--- src/inc/dac_pkg.sv ---
// Purpose: shared constants for the noise shaped pwm converter
// Assumes: apb register access, 32-bit data, one aligned word per register
// Notes:   register offsets are byte addresses
package dac_pkg;

	// ------------------------------------------------------------------
	// register map
	// ------------------------------------------------------------------
	localparam logic [11:0] OFS_CODE_LOW    = 12'h000;
	localparam logic [11:0] OFS_CODE_HIGH   = 12'h004;
	localparam logic [11:0] OFS_CONFIG_MAIN = 12'h008;
	localparam logic [11:0] OFS_CONFIG_AUX  = 12'h00c;
	localparam logic [11:0] OFS_STATUS      = 12'h010;
	localparam int ADDR_W = 12;

	// ------------------------------------------------------------------
	// field positions
	// ------------------------------------------------------------------
	localparam int ORDER_HI    = 7;
	localparam int ORDER_LO    = 6;
	localparam int WIDTH_HI    = 5;
	localparam int WIDTH_LO    = 3;
	localparam int EN_AMP_BIT  = 2;
	localparam int EN_CONV_BIT = 1;
	localparam int CLK_SEL_BIT = 0;
	localparam int POL_BIT     = 0;
	localparam int WIDE_BIT    = 1;

	// ------------------------------------------------------------------
	// reset values and sizes
	// ------------------------------------------------------------------
	localparam logic [7:0] RST_BYTE  = 8'h00;
	localparam int         CODE_W    = 16;
	localparam int         PWM_MIN_W = 4;
	localparam int         PWM_MAX_W = 11;

	// shaper order as decoded from the order field
	typedef enum logic [2:0] {
		SHAPE_NONE   = 3'b001,
		SHAPE_FIRST  = 3'b010,
		SHAPE_SECOND = 3'b100
	} shape_order_t;

endpackage

--- src/hw/noise_shaped_pwm_dac.sv ---
// Purpose: apb programmed noise shaped pwm converter front end
// Assumes: ref_clk_i is the rc oscillator, 10 MHz, synchronous reset
// Notes:   amplifier and filter are analog and outside this block
//
// How it works
// - a 16-bit code is built from low and high byte registers.
// - both bytes reach the converter together only on a high byte write.
// - bits 7:6 pick shaper order: 00 none, 01 first, 1x second.
// - bits 5:3 set pwm resolution from 4 up to 11 bits.
// - bit 1 enables the converter, bit 2 enables the amplifier.
// - bit 0 runs the modulator at full or half clock rate.
// - aux bit 0 inverts the pwm output to active low.
// - system reset clears the converter registers to zero, except the active order, which resets to none.
// - shaper splits the code into m-bit codes averaging to the input.
// - order zero uses the top m bits directly as duty.
// - width is four plus the code; period spans 2**m modulator ticks.
// - first order uses adjacent codes; second order saturates at ends.
`timescale 1ns/100ps
module noise_shaped_pwm_dac (
	input  wire logic                      ref_clk_i,
	input  wire logic                      rst_i,
	input  wire logic                      psel_i,
	input  wire logic                      penable_i,
	input  wire logic                      pwrite_i,
	input  wire logic [dac_pkg::ADDR_W-1:0] paddr_i,
	input  wire logic [31:0]               pwdata_i,
	input  wire logic [3:0]                pstrb_i,
	output logic      [31:0]               prdata_o,
	output logic                           pready_o,
	output logic                           pslverr_o,
	output logic                           pwm_o,
	output logic                           amp_enable_o,
	output logic                           amp_wide_band_o
);
	import dac_pkg::*;

	// ------------------------------------------------------------------
	// declarations
	// ------------------------------------------------------------------
	logic [7:0]  code_low_byte_q;
	logic [7:0]  code_high_byte_q;
	logic [7:0]  cfg_main_q;
	logic [7:0]  cfg_aux_q;
	logic [15:0] conv_code_q;       // code handed to the converter
	logic        code_new_q;        // transfer waiting for period start
	logic [15:0] act_code_q;        // code latched at period start
	logic [2:0]  act_width_q;
	shape_order_t act_order_q;
	shape_order_t order_sel;
	logic [17:0] err1_q;            // first integrator, signed
	logic [17:0] err2_q;            // first error one period back, signed
	logic [11:0] duty_q;
	logic        half_q;
	logic        tick;
	logic        run;
	logic        start;
	logic        pulse;
	logic        wr_acc;
	logic        rd_acc;
	logic        mapped;
	logic [3:0]  sh;
	logic [11:0] full;
	logic signed [19:0] tgt;
	logic signed [19:0] lsb;
	logic signed [19:0] quant;
	logic signed [19:0] e1_new;
	logic signed [19:0] e2_new;
	logic signed [19:0] dv;
	logic signed [19:0] cand;

	// ------------------------------------------------------------------
	// apb slave
	// ------------------------------------------------------------------
	// zero wait: pready rises in the access cycle itself
	assign wr_acc = psel_i && penable_i && pwrite_i && pready_o;
	assign rd_acc = psel_i && penable_i && !pwrite_i && pready_o;
	assign mapped = (paddr_i == OFS_CODE_LOW) || (paddr_i == OFS_CODE_HIGH)
		|| (paddr_i == OFS_CONFIG_MAIN) || (paddr_i == OFS_CONFIG_AUX)
		|| (paddr_i == OFS_STATUS);

	// ready from a flop: high in the access phase, low otherwise
	always_ff @(posedge ref_clk_i) begin
		if (rst_i) begin
			pready_o  <= 1'b0;
			pslverr_o <= 1'b0;
		end else begin
			pready_o  <= psel_i && !penable_i;
			pslverr_o <= psel_i && !penable_i && !mapped;
		end
	end

	// register writes, low byte lane only; unmapped writes are dropped
	always_ff @(posedge ref_clk_i) begin
		if (rst_i) begin
			code_low_byte_q  <= RST_BYTE;
			code_high_byte_q <= RST_BYTE;
			cfg_main_q       <= RST_BYTE;
			cfg_aux_q        <= RST_BYTE;
		end else if (wr_acc && pstrb_i[0]) begin
			unique case (paddr_i)
				OFS_CODE_LOW:    code_low_byte_q  <= pwdata_i[7:0];
				OFS_CODE_HIGH:   code_high_byte_q <= pwdata_i[7:0];
				OFS_CONFIG_MAIN: cfg_main_q       <= pwdata_i[7:0];
				OFS_CONFIG_AUX:  cfg_aux_q        <= pwdata_i[7:0];
				default: ;
			endcase
		end
	end

	// high byte write copies both bytes; software orders low first
	always_ff @(posedge ref_clk_i) begin
		if (rst_i) begin
			conv_code_q <= '0;
			code_new_q  <= 1'b0;
		end else if (wr_acc && pstrb_i[0] && paddr_i == OFS_CODE_HIGH) begin
			conv_code_q <= {pwdata_i[7:0], code_low_byte_q};
			code_new_q  <= 1'b1;
		end else if (start) begin
			code_new_q  <= 1'b0;
		end
	end

	// read data; status shows active code and pending transfer
	always_ff @(posedge ref_clk_i) begin
		if (rst_i) begin
			prdata_o <= '0;
		end else if (psel_i && !penable_i && !pwrite_i) begin
			unique case (paddr_i)
				OFS_CODE_LOW:    prdata_o <= {24'h0, code_low_byte_q};
				OFS_CODE_HIGH:   prdata_o <= {24'h0, code_high_byte_q};
				OFS_CONFIG_MAIN: prdata_o <= {24'h0, cfg_main_q};
				OFS_CONFIG_AUX:  prdata_o <= {24'h0, cfg_aux_q};
				OFS_STATUS:      prdata_o <= {15'h0, code_new_q, act_code_q};
				default:         prdata_o <= '0;
			endcase
		end else if (rd_acc) begin
			prdata_o <= '0;
		end
	end

	// ------------------------------------------------------------------
	// modulator clock and counter
	// ------------------------------------------------------------------
	assign run = cfg_main_q[EN_CONV_BIT];

	// half rate by a toggle; no gated clock, just a tick enable
	always_ff @(posedge ref_clk_i) begin
		if (rst_i || !run) begin
			half_q <= 1'b0;
		end else begin
			half_q <= ~half_q;
		end
	end
	assign tick = cfg_main_q[CLK_SEL_BIT] ? half_q : 1'b1;

	pwm_counter u_counter (
		.ref_clk_i      (ref_clk_i),
		.rst_i          (rst_i),
		.run_i          (run),
		.tick_i         (tick),
		.width_code_i   (act_width_q),
		.duty_i         (duty_q),
		.period_start_o (start),
		.pulse_o        (pulse)
	);

	// ------------------------------------------------------------------
	// settings latch at period start
	// ------------------------------------------------------------------
	always_comb begin
		unique case (cfg_main_q[ORDER_HI:ORDER_LO])
			2'b00:   order_sel = SHAPE_NONE;
			2'b01:   order_sel = SHAPE_FIRST;
			default: order_sel = SHAPE_SECOND;
		endcase
	end

	// taking everything at once avoids a truncated pulse
	always_ff @(posedge ref_clk_i) begin
		if (rst_i || !run) begin
			act_code_q  <= '0;
			act_width_q <= '0;
			act_order_q <= SHAPE_NONE;
		end else if (start) begin
			act_code_q  <= conv_code_q;
			act_width_q <= cfg_main_q[WIDTH_HI:WIDTH_LO];
			act_order_q <= order_sel;
		end
	end

	// ------------------------------------------------------------------
	// noise shaper
	// ------------------------------------------------------------------
	// target in units of 2**-16 full scale; one pwm step is 2**(16-m)
	assign sh   = 4'(12 - 32'(act_width_q));
	assign full = 12'(12'd1 << (4'(PWM_MIN_W) + 4'(act_width_q)));
	assign tgt  = 20'(act_code_q);
	assign lsb  = 20'(20'd1 << sh);

	// error feedback: order 1 adds e1, order 2 adds 2*e1 - e2
	always_comb begin
		dv = tgt;
		unique case (act_order_q)
			SHAPE_NONE:   dv = tgt;
			SHAPE_FIRST:  dv = tgt + $signed(20'(signed'(err1_q)));
			SHAPE_SECOND: dv = tgt + ($signed(20'(signed'(err1_q))) <<< 1)
				- $signed(20'(signed'(err2_q)));
		endcase
		// order zero truncates, shaped orders round to nearest step
		if (act_order_q == SHAPE_NONE) begin
			cand = dv >>> sh;
		end else begin
			cand = (dv + (lsb >>> 1)) >>> sh;
		end
		// saturate at zero and full scale; m-bit code max is 2**m - 1
		if (cand < 0) begin
			quant = '0;
		end else if (cand > $signed(20'(full) - 20'sd1)) begin
			quant = 20'(full) - 20'sd1;
		end else begin
			quant = cand;
		end
		e1_new = dv - (quant <<< sh);
		// bound the error so a saturated code cannot wind it up
		if (e1_new > (lsb >>> 1)) begin
			e1_new = lsb >>> 1;
		end else if (e1_new < -(lsb >>> 1)) begin
			e1_new = -(lsb >>> 1);
		end
		e2_new = $signed(20'(signed'(err1_q)));
	end

	// one shaper step per pwm period
	always_ff @(posedge ref_clk_i) begin
		if (rst_i || !run) begin
			err1_q <= '0;
			err2_q <= '0;
			duty_q <= '0;
		end else if (start) begin
			duty_q <= 12'(quant);
			if (act_order_q == SHAPE_NONE) begin
				err1_q <= '0;
				err2_q <= '0;
			end else begin
				err1_q <= 18'(e1_new);
				err2_q <= act_order_q == SHAPE_SECOND ? 18'(e2_new) : '0;
			end
		end
	end

	// ------------------------------------------------------------------
	// outputs
	// ------------------------------------------------------------------
	always_ff @(posedge ref_clk_i) begin
		if (rst_i) begin
			pwm_o           <= 1'b0;
			amp_enable_o    <= 1'b0;
			amp_wide_band_o <= 1'b0;
		end else begin
			pwm_o           <= (pulse && run) ^ cfg_aux_q[POL_BIT];
			amp_enable_o    <= cfg_main_q[EN_AMP_BIT];
			amp_wide_band_o <= cfg_aux_q[WIDE_BIT];
		end
	end
endmodule

--- src/hw/pwm_counter.sv ---
// Purpose: pwm period counter and comparator
// Assumes: tick_i paces the modulator clock
// Notes:   period is 2**width ticks, width 4..11
`timescale 1ns/100ps
module pwm_counter (
	input  wire logic        ref_clk_i,
	input  wire logic        rst_i,
	input  wire logic        run_i,
	input  wire logic        tick_i,
	input  wire logic [2:0]  width_code_i,
	input  wire logic [11:0] duty_i,
	output logic             period_start_o,
	output logic             pulse_o
);
	import dac_pkg::*;

	logic [10:0] cnt_q;
	logic [10:0] last;

	// ------------------------------------------------------------------
	// counter
	// ------------------------------------------------------------------
	// last count of the period is 2**m - 1, m = 4 + code
	assign last = 11'((12'd1 << (4'(PWM_MIN_W) + 4'(width_code_i))) - 12'd1);

	// wraps at the end of period; held at zero while stopped
	always_ff @(posedge ref_clk_i) begin
		if (rst_i || !run_i) begin
			cnt_q <= '0;
		end else if (tick_i) begin
			cnt_q <= (cnt_q >= last) ? 11'd0 : cnt_q + 11'd1;
		end
	end

	// period start marks the tick that begins a fresh period
	assign period_start_o = run_i && tick_i && (cnt_q == 11'd0);
	// duty from the shaper saturates at 2**m - 1, never 2**m; compared at 12 bits
	assign pulse_o = run_i && ({1'b0, cnt_q} < duty_i);
endmodule

--- config.mk ---
export PLATFORM = sky130hd
export DESIGN_NAME = noise_shaped_pwm_dac
export DESIGN_NICKNAME = d
export VERILOG_FILES = /design/src/inc/dac_pkg.sv /design/src/hw/noise_shaped_pwm_dac.sv /design/src/hw/pwm_counter.sv
export SDC_FILE = /design/constraint.sdc
export NUM_CORES = 1
export LEC_CHECK = 0
export ABC_AREA = 1
export BUFFER_PORTS_ARGS = -buffer_cell sky130_fd_sc_hd__buf_2
export CELL_PAD_IN_SITES_DETAIL_PLACEMENT = 0
export CELL_PAD_IN_SITES_GLOBAL_PLACEMENT = 2
export CORE_UTILIZATION = 37
export CTS_BUF_LIST = sky130_fd_sc_hd__clkbuf_16
export DETAILED_ROUTE_END_ITERATION = 8
export GPL_TIMING_DRIVEN = 0
export PLACE_DENSITY_LB_ADDON = 0.1
export SLEW_MARGIN = 30
export SYNTH_ARGS = -nofsm -noshare
export SYNTH_HDL_FRONTEND = slang
export SYNTH_HIERARCHICAL = 1
export SYNTH_SLANG_ARGS = --single-unit
--- constraint.sdc ---
create_clock -name ref_clk_i -period 14.9 [get_ports ref_clk_i]
set_input_delay 2.98 -clock ref_clk_i [delete_from_list [all_inputs] [get_ports ref_clk_i]]
set_output_delay 2.98 -clock ref_clk_i [all_outputs]
set_load 0.1 [all_outputs]
Word-level counts from Yosys, hierarchy flattened:

Index checks and enable logic that the tools add are counted.

* add/sub/neg operators: 11
* multiply operators: 0
* div/mod/pow operators: 0
* magnitude comparators: 6
* eq/ne operators: 8
* shift operators: 5
* mux-type cells: 17
* bitwise operators: 2
* reductions and logical operators: 32

Operators with widths (count)
* $mux W18: 5
* $pmux W17 S5: 1
* $mux W32: 2
* $mux W20: 3
* $pmux W20 S3: 1
* $sshr A20 B4 Y20: 2
* $eq A12 B4 Y1 const B: 2
* $add A17 B19 Y20: 1
* $add A20 B19 Y20: 1
* $gt A20 B13 Y1: 1
* $gt A20 B19 Y1: 1
* $lt A20 B1 Y1 const B: 1
* $lt A20 B20 Y1: 1
* $neg A19 Y20: 1
* $shl A1 B4 Y20 const A: 1
* $sshl A20 B4 Y20: 1
* $sub A20 B18 Y20: 1
* $sub A20 B20 Y20: 1
* $add A17 B18 Y19: 1
* $logic_and A1 B1 Y1: 14
* $sub A12 B1 Y13 const B: 1
* $eq A12 B3 Y1 const B: 1
* $eq A12 B5 Y1 const B: 1
* $logic_not A12 Y1: 1
* other kinds (22): 35

* register bits after elaboration: 168
* bits in latches: 0
* memory bits (writable): 0
* ROM bits: 0
* bits of input ports: 53
* logic and storage cells: 101
* memories: 0

Depth between registers and ports, before layout:

Gate-level depths: netlist of run 1.

* depth after elaboration: 15
* depth in mapped cells: 85
* gate-level depth less buffers: 83

Modules after synthesis:

The synthesis of run 1 kept the hierarchy.

Modules (own cells, without submodules)
* noise_shaped_pwm_dac: times used 1, cells an instance 2162, area each 13829.5 µm², sequential area each 2682.6 µm²
* pwm_counter: times used 1, cells an instance 172, area each 1142.3 µm², sequential area each 220.2 µm²

Least setup slack after synthesis of run 1:

OpenSTA, ideal clock, no wires.

* path type: reg-to-reg
* start: register act_width_q[0]
* end: register err1_q[10]
* setup time: 0.132 ns
* arrival: 9.985 ns
* setup slack: 4.783 ns
* cell stages (with the launch flop): 80
* period minus slack after synthesis: 10.117 ns
* cells stage by stage: dfxtp_1 -> buf_4 -> clkinv_1 -> buf_2 -> buf_2 -> clkbuf_1 -> ha_1 -> ha_1 -> clkbuf_1 -> nand2_1 -> nor2_1 -> ha_1 -> inv_1 -> fa_1 -> o21ai_1 -> nand2_1 -> nand2_1 -> nand2_1 -> (+44 left out) -> nand2_1 -> a21oi_1 -> nor2_1 -> nor2_1 -> xor2_1 -> inv_1 -> nand2_2 -> nand2_2 -> ha_1 -> inv_1 -> nor2_1 -> nand2_1 -> nand2_2 -> buf_4 -> o21ai_0 -> nand2_1 -> nand3_1 -> a21oi_1

* word-level cells in the longest chain between the ends: 14

Ends and longest elaborated chain
* start: declaration: RTL line noise_shaped_pwm_dac.sv:47 `logic [2:0] act_width_q;`
* start signal: assignment: RTL line noise_shaped_pwm_dac.sv:186 `act_width_q <= cfg_main_q[WIDTH_HI:WIDTH_LO];`
* $sub A4 B3 Y4: RTL line noise_shaped_pwm_dac.sv:195 `assign sh = 4'(12 - 32'(act_width_q));`
* $shl A1 B4 Y20: RTL line noise_shaped_pwm_dac.sv:198 `assign lsb = 20'(20'd1 << sh);`
* $add A20 B19 Y20: RTL line noise_shaped_pwm_dac.sv:213 `cand = (dv + (lsb >>> 1)) >>> sh;`
* $sshr A20 B4 Y20: RTL line noise_shaped_pwm_dac.sv:213
* $mux W20: RTL line noise_shaped_pwm_dac.sv:210 `if (act_order_q == SHAPE_NONE) begin`
* $gt A20 B13 Y1: RTL line noise_shaped_pwm_dac.sv:218 `end else if (cand > $signed(20'(full) - 20'sd1)) begin`
* $mux W20: RTL line noise_shaped_pwm_dac.sv:218
* $mux W20: RTL line noise_shaped_pwm_dac.sv:216 `if (cand < 0) begin`
* $sshl A20 B4 Y20: RTL line noise_shaped_pwm_dac.sv:223 `e1_new = dv - (quant <<< sh);`
* $sub A20 B20 Y20: RTL line noise_shaped_pwm_dac.sv:223
* $lt A20 B20 Y1: RTL line noise_shaped_pwm_dac.sv:227 `end else if (e1_new < -(lsb >>> 1)) begin`
* $mux W18: RTL line noise_shaped_pwm_dac.sv:227
* $mux W18 *: RTL line noise_shaped_pwm_dac.sv:225 `if (e1_new > (lsb >>> 1)) begin`
* $mux W18 *: RTL line noise_shaped_pwm_dac.sv:241 `if (act_order_q == SHAPE_NONE) begin`
* end signal: assignment: RTL line noise_shaped_pwm_dac.sv:245 `err1_q <= 18'(e1_new);`
* end: declaration: RTL line noise_shaped_pwm_dac.sv:50 `logic [17:0] err1_q;`

Mark *: on every way between the ends. The rest lies on a longest branch, timed or not.
A chain may end at the register's enable or synchronous reset.

Worst setup path in the final report of run 1:

Ends and elaborated chain as after synthesis.

==> results.yml, run 1 <==
critical_path:
  reg2reg_depth: 76
  crit_top_cell: "nand2_1"
  cp-end-kind: "flop"
  cp-start-kind: "flop"
  max_stage_delay_ps: 700
  r2r_slack_ps: 1150
  critical_path_class: "reg2reg"
  crit_fanout: 12
  arrival_ps: 14030
  rr_startpoint: "act_width_q[0]"
  slowest_stage: "dfxtp_1"
  r2r-end: "err1_q[10]"
  required_ps: 15190
synthesis:
  synth-seq-area-share: 0.194
  ys_ff_latch: 145
  synth_area_leaders: "dfxtp_1, ha_1, nand2_1, a21oi_1, nand3_1"
  synth_edf_count: 0
  synth_cells: 2334
  yosysTopAreaCellShare: 0.194
  syn_area_per_cell_um2: 6.41
  synth_top_area_cell: "dfxtp_1"
  ys_async_sr_fraction: 0
  yosysWarningCount: 6
  syn_area_mm2: 0.0150
  ys_types: 65
  synth_flop_cell: "dfxtp_1"
route:
  viasPerCell: 5.35
  top_layer_used: "met4"
  drtIter0Drc: 1271
  ant_nets: 0
  avgRoutedWirePerCell_um: 19.3
  firstDrtPassIters: 6
  wl_met2_mm: 26.6
  route.detailed.drc: 0
  route.met3.wl_mm: 2.41
  met1Wirelength_mm: 26.8
  vias: 15841
  routed_wl_mm: 57.1
cts:
  cts_buffers: 17
  cts_hold_buf: 0
  cts-root-buf: "clkbuf_16"
  path_clk_slew_ps: 70
  cts_resized: 0
  clk_path_buf_depth: 2
  cts_setup_buffers: 0
  clock_latency_ps: 440
  cts_tree: "done"
  htree_levels: 4
  clock_sinks: 145
global_routing:
  grt_pass1_vias: 15000
  grt_pass1_wl_mm: 87.7
  track_usage: 0.277
  grt_antenna_before_repair: 1
  grt_start_max_net_pins: 17
  grt_overflow: 0
min_path:
  holdPathStages: 2
  whs_endpoint: "conv_code_q[1]"
  min_path_type: "reg2reg"
  hold_path_startpoint: "conv_code_q[1]"
timing:
  hold_viol: 0
  setup_viol: 0
  min_period_ps: 13750
  timing.final.crit_share: 0.923
  worst_slew_pin_slew_ps: 900
  fmax_mhz: 72.7
  tns_ps: 0
  relSlewSlack: 0.399
  rsz0062_at_grt: "false"
  slew_viol_final: 0
  clock_skew_ps: 11.6
placement:
  portBuffers: 47
  gp_congestion: 0.980
  dpl.hpwl_mm: 47.0
floorplanning:
  ios: 90
  core-area_mm2: 0.0398
  start_util: 0.376
  num_rows: 73
  die_x_um: 203
  fp.dieArea_mm2: 0.0413
  die_h_um: 203
pwr:
  clkPwrFrac: 0.502
  ir_worst_vdd_mv: 0.0804
  p_int_mw: 0.692
  sw_frac_of_total: 0.268
  p_leak_nw: 7.77
  switchingPower_mw: 0.254
  power_frac_comb: 0.088
  power_density_mw_per_mm2: 57.0
  p_seq_frac: 0.410
cells_and_area:
  final_cell_mix: "nand2_1, inv_1, a21oi_1, nand3_1, o21ai_0"
  final_common_cell: "nand2_1"
  final_nets: 2655
  area_delta_synth_final_pct: 10.8
  final_util: 0.417
  drive_gt1_frac: 0.101
  antenna_cells: 0
  fillers: 4509
status:
  run_status: "completed"
run:
  max_cap_viol_count: 0
[area by class of cell]
type	instances	area, um^2	share of cell area
sequential	145	2900	0.175
inverter	311	1170	0.0705
tap	525	657	0.0396
multi-input combinational	1801	10500	0.631
buffer	101	527	0.0318
clock buffer	17	425	0.0256
timing repair buffer	47	235	0.0142
clock inverter	15	203	0.0122
[power groups by stage]
stage                     combinational (mW)  clock (mW)  sequential (mW)
final                                 0.0832       0.475            0.388
after global routing                  0.0905       0.498            0.388
after floorplan                       0.0590           0            0.398
after CTS                             0.0818       0.484            0.388
after detailed placement              0.0814           0            0.397
after global placement                0.0815           0            0.397
[flip-flops by register name, summed over array words and instances, names as in the netlist, 8 cells and up]
register and flops:
act_code_q 16, cfg_aux_q 8, cfg_main_q 8, code_high_byte_q 8
code_low_byte_q 8, conv_code_q 8, duty_q 12, err1_q 18
err2_q 18, prdata_o 17, u_counter/cnt_q 11
[worst max-delay path, delay by kind of cell (launching register included)]
kind / cells / cell delay, ps
simple gates: 38 / 4500
compound gates: 15 / 2960
buf+inv: 14 / 2630
fa+ha+maj: 8 / 2470
flops: 1 / 700
xor+xnor: 1 / 370
[kinds of logic (layout without fill, tap and decap cells)]
family | Yosys count | in the layout | synth area share
simple gates | 1015 | 1015 | 0.312
fa+ha+maj | 178 | 178 | 0.158
buf+inv | 412 | 491 | 0.113
other cells | 3 | 27 | 0.000752
xor+xnor | 45 | 45 | 0.0268
flops | 145 | 145 | 0.194
compound gates | 536 | 536 | 0.195
[routing by layer]
layer / GRT usage / up-vias
li1: - / 7953
met1: 0.381 / 7452
met2: 0.465 / 377
met3: 0.0222 / 59
met4: 0.0704 / 0
met5: 0 / -
[worst max path at each step]
stage | end | depth (start not counted) | from
3_5_place_dp | err1_q[10] | 76 | act_width_q[0]
5_1_grt | err1_q[10] | 76 | act_width_q[0]
4_1_cts | err1_q[10] | 76 | act_width_q[0]
6_report | err1_q[10] | 76 | act_width_q[0]
2_1_floorplan | err1_q[10] | 79 | act_width_q[0]
3_3_place_gp | err1_q[11] | 76 | act_width_q[0]
[cells in the mapped netlist (11+ instances only)]
cell / n
a21oi_1: 258
a31oi_1: 16
buf_2: 19
buf_4: 25
clkbuf_1: 50
dfxtp_1: 145
fa_1: 19
ha_1: 159
inv_1: 288
inv_2: 17
nand2_1: 497
nand2_2: 27
nand3_1: 234
nand3_2: 35
nand4_1: 26
nor2_1: 125
nor3_1: 17
o211ai_1: 12
o21ai_0: 164
o21ai_1: 17
o22ai_1: 17
o31ai_1: 11
or2_2: 14
xnor2_1: 12
xor2_1: 32
[per-stage QoR]
step	total power, mW	worst slack [ps]	hold slack, ps	cells	instance area, um^2
floorplan	0.457	4780	385	2358	15100
finish	0.946	1150	454	2962	16600
CTS	0.953	1290	457	2962	16600
global route	0.976	33.5	472	2962	16600
global placement	0.478	1390	435	2930	16000
detailed placement	0.478	1330	443	2930	16000
No activity file was read; power rests on OpenSTA's default activity.
==> run 2, diff against run 1 <==
--- a/config.mk
+++ b/config.mk
@@ -9,7 +9,7 @@
 export BUFFER_PORTS_ARGS = -buffer_cell sky130_fd_sc_hd__buf_2
 export CELL_PAD_IN_SITES_DETAIL_PLACEMENT = 0
 export CELL_PAD_IN_SITES_GLOBAL_PLACEMENT = 2
-export CORE_UTILIZATION = 37
+export CORE_UTILIZATION = 38
 export CTS_BUF_LIST = sky130_fd_sc_hd__clkbuf_16
 export DETAILED_ROUTE_END_ITERATION = 8
 export GPL_TIMING_DRIVEN = 0
@@ -17,5 +17,4 @@
 export SLEW_MARGIN = 30
 export SYNTH_ARGS = -nofsm -noshare
 export SYNTH_HDL_FRONTEND = slang
-export SYNTH_HIERARCHICAL = 1
 export SYNTH_SLANG_ARGS = --single-unit
==> results.yml, run 2 <==
cells_and_area:
  antenna_cells: 0
  final_nets: 2566
  final_common_cell: "nand2_1"
  area_delta_synth_final_pct: 10.6
  finish.instance_area_mm2: 0.0162
  stdcell_count: 2860
  multiInputGateArea_mm2: 0.0103
  final_util: 0.428
  reg.largest.list: "err1_q: 18 flops, err2_q: 18 flops, prdata_o: 17 flops"
  fillers: 4138
  drive_gt1_frac: 0.0839
  final_cell_mix: "nand2_1, a21oi_1, inv_1, nand3_1, ha_1"
  regArea_mm2: 0.00290
placement:
  portBuffers: 47
  dpl.hpwl_mm: 45.7
  gp_congestion: 0.978
  dp_cells: 2829
  dpl-instance-area_mm2: 0.0156
synthesis:
  netlist_top_cells_count: "nand2_1, a21oi_1, inv_1"
  syn_area_mm2: 0.0146
  synth.most_common_cell: "nand2_1"
  ys_async_sr_fraction: 0
  synth_top_area_cell: "dfxtp_1"
  synth_area_leaders: "dfxtp_1, ha_1, nand2_1, a21oi_1, nand3_1"
  yosysWarningCount: 0
  ys_ff_latch: 145
  ys_types: 62
  yosysTopAreaCellShare: 0.199
  synth_cells: 2244
  synth_edf_count: 0
  synth-seq-area-share: 0.199
  syn_area_per_cell_um2: 6.52
  synth_flop_cell: "dfxtp_1"
critical_path:
  slowest_stage: "ha_1"
  cp-end-kind: "flop"
  max_stage_delay_ps: 550
  rr_startpoint: "act_width_q[0]"
  r2r_slack_ps: 1370
  required_ps: 15200
  reg2reg_depth: 73
  crit_top_cell: "nand2_1"
  cpLargestDelayFamily: "simple AND/OR/NAND/NOR gates"
  crit_fanout: 13
  cp-start-kind: "flop"
  critical_path_class: "reg2reg"
  arrival_ps: 13830
  crit_buf_inv: 13
  r2r-end: "err1_q[3]"
global_routing:
  grt_pass1_wl_mm: 83.9
  grt_pass1_vias: 14601
  grt_antenna_before_repair: 0
  grt_start_max_net_pins: 17
  grt_overflow: 0
  track_usage: 0.281
timing:
  clock_skew_ps: 16.2
  timing.final.crit_share: 0.908
  tns_ps: 0
  hold_viol: 0
  rsz0062_at_grt: "false"
  relSlewSlack: 0.299
  setup_viol: 0
  min_period_ps: 13530
  fmax_mhz: 73.9
  worst_slew_pin_slew_ps: 1050
  slew_viol_final: 0
floorplanning:
  fp.dieArea_mm2: 0.0393
  die_x_um: 198
  num_rows: 71
  core-area_mm2: 0.0378
  start_util: 0.387
  ios: 90
  die_h_um: 198
route:
  route.detailed.drc: 0
  viasPerCell: 5.36
  vias: 15327
  routed_wl_mm: 54.5
  firstDrtPassIters: 5
  avgRoutedWirePerCell_um: 19.1
  drtIter0Drc: 1184
  ant_nets: 0
min_path:
  holdPathStages: 1
  min_path_type: "reg2reg"
  hold_path_startpoint: "half_q"
  whs_endpoint: "half_q"
status:
  run_status: "completed"
pwr:
  p_leak_nw: 7.45
  total_power_mw: 0.890
  power_density_mw_per_mm2: 55.0
  ir_worst_vdd_mv: 0.0808
cts:
  cts-root-buf: "clkbuf_16"
  cts_hold_buf: 0
  path_clk_slew_ps: 60
  clock_latency_ps: 440
  clock_sinks: 145
  clk_path_buf_depth: 2
  htree_levels: 4
  cts_buffers: 17
  cts_tree: "done"
run:
  max_cap_viol_count: 0
[run 2: cell types whose count changed after synthesis, sizes merged, moves of 8 or more]
cell / change
nand3: -51
nor3: +14
o21ai: -8
a211oi: +19
nand4: +18
nand2: -50
inv: -41
o22ai: -9
[run 2: cell families (layout without fill, tap and decap cells)]
kind of cell               count (synthesis)  in the layout  share of synthesized area
muxes                                      1              1                   0.000685
adders and majority gates                177            177                      0.161
AOI/OAI and AO/OA                        547            547                      0.207
xor gates and xnor gates                  47             47                     0.0282
other                                      2             29                   0.000514
buffers and inverters                    374            452                      0.105
DFF                                      145            145                      0.199
and+or+nand+nor                          951            951                      0.299
[run 2: repair_timing]
item | 4_1_cts | 5_1_grt
setup buffers | 0 | 0
resized for setup | 0 | 4
setup endpoints to repair | 0 | 18
[run 2: layer usage]
layer / wire length, um / up-vias / part of all wire / track usage
li1: - / 7753 / - / -
met3: 2670 / 64 / 0.049 / 0.0329
met1: 25700 / 7147 / 0.47 / 0.383
met2: 25000 / 363 / 0.46 / 0.465
met4: 1170 / 0 / 0.021 / 0.0758
met5: 0 / - / 0 / 0
[run 2: layout make-up]
cell class,instances,share of cell area
plain buffers,101,0.0309
clock buffers,17,0.0263
clock inverters,15,0.00897
inverters,272,0.0637
multi-input cells,1752,0.637
flip-flops and latches,145,0.179
well taps,511,0.0395
repair buffers,47,0.0145
[run 2: report_power, final]
group | switching (mW) | internal, mW | leakage [nW] | total, mW
combinational | 0.0564 | 0.0198 | 6.01 | 0.0762
sequential | 0.000110 | 0.388 | 1.17 | 0.388
clock | 0.192 | 0.234 | 0.273 | 0.426
total | 0.248 | 0.642 | 7.45 | 0.890
[run 2: worst max-delay path by stage]
| stage | endpoint | slack (ps) | startpoint | depth (start not counted) |
|---|---|---|---|---|
| finish | err1_q[3] | 1370 | act_width_q[0] | 73 |
| global route | err1_q[9] | 120 | act_width_q[0] | 73 |
| CTS | err1_q[10] | 920 | act_width_q[0] | 69 |
| detailed placement | err1_q[10] | 990 | act_width_q[0] | 69 |
| global placement | err1_q[2] | 1040 | act_width_q[0] | 69 |
| floorplan | err1_q[15] | 4250 | act_width_q[0] | 77 |
[run 2: metrics by stage]
stage | setup WS, ps | hold slack (ps)
2_1_floorplan | 4250 | 393
6_report | 1370 | 416
3_3_place_gp | 1040 | 405
5_1_grt | 116 | 446
3_5_place_dp | 988 | 409
4_1_cts | 917 | 419
[run 2: worst register-to-register path, delay by kind of cell (launching register included)]
kind	cells	cell delay (ps)
AND/OR/NAND/NOR	33	3990
AO/OA/AOI/OAI	19	3470
buffers and inverters	13	2670
adder cells (fa/ha/maj)	7	2550
flip-flops	1	410
XOR/XNOR	1	320
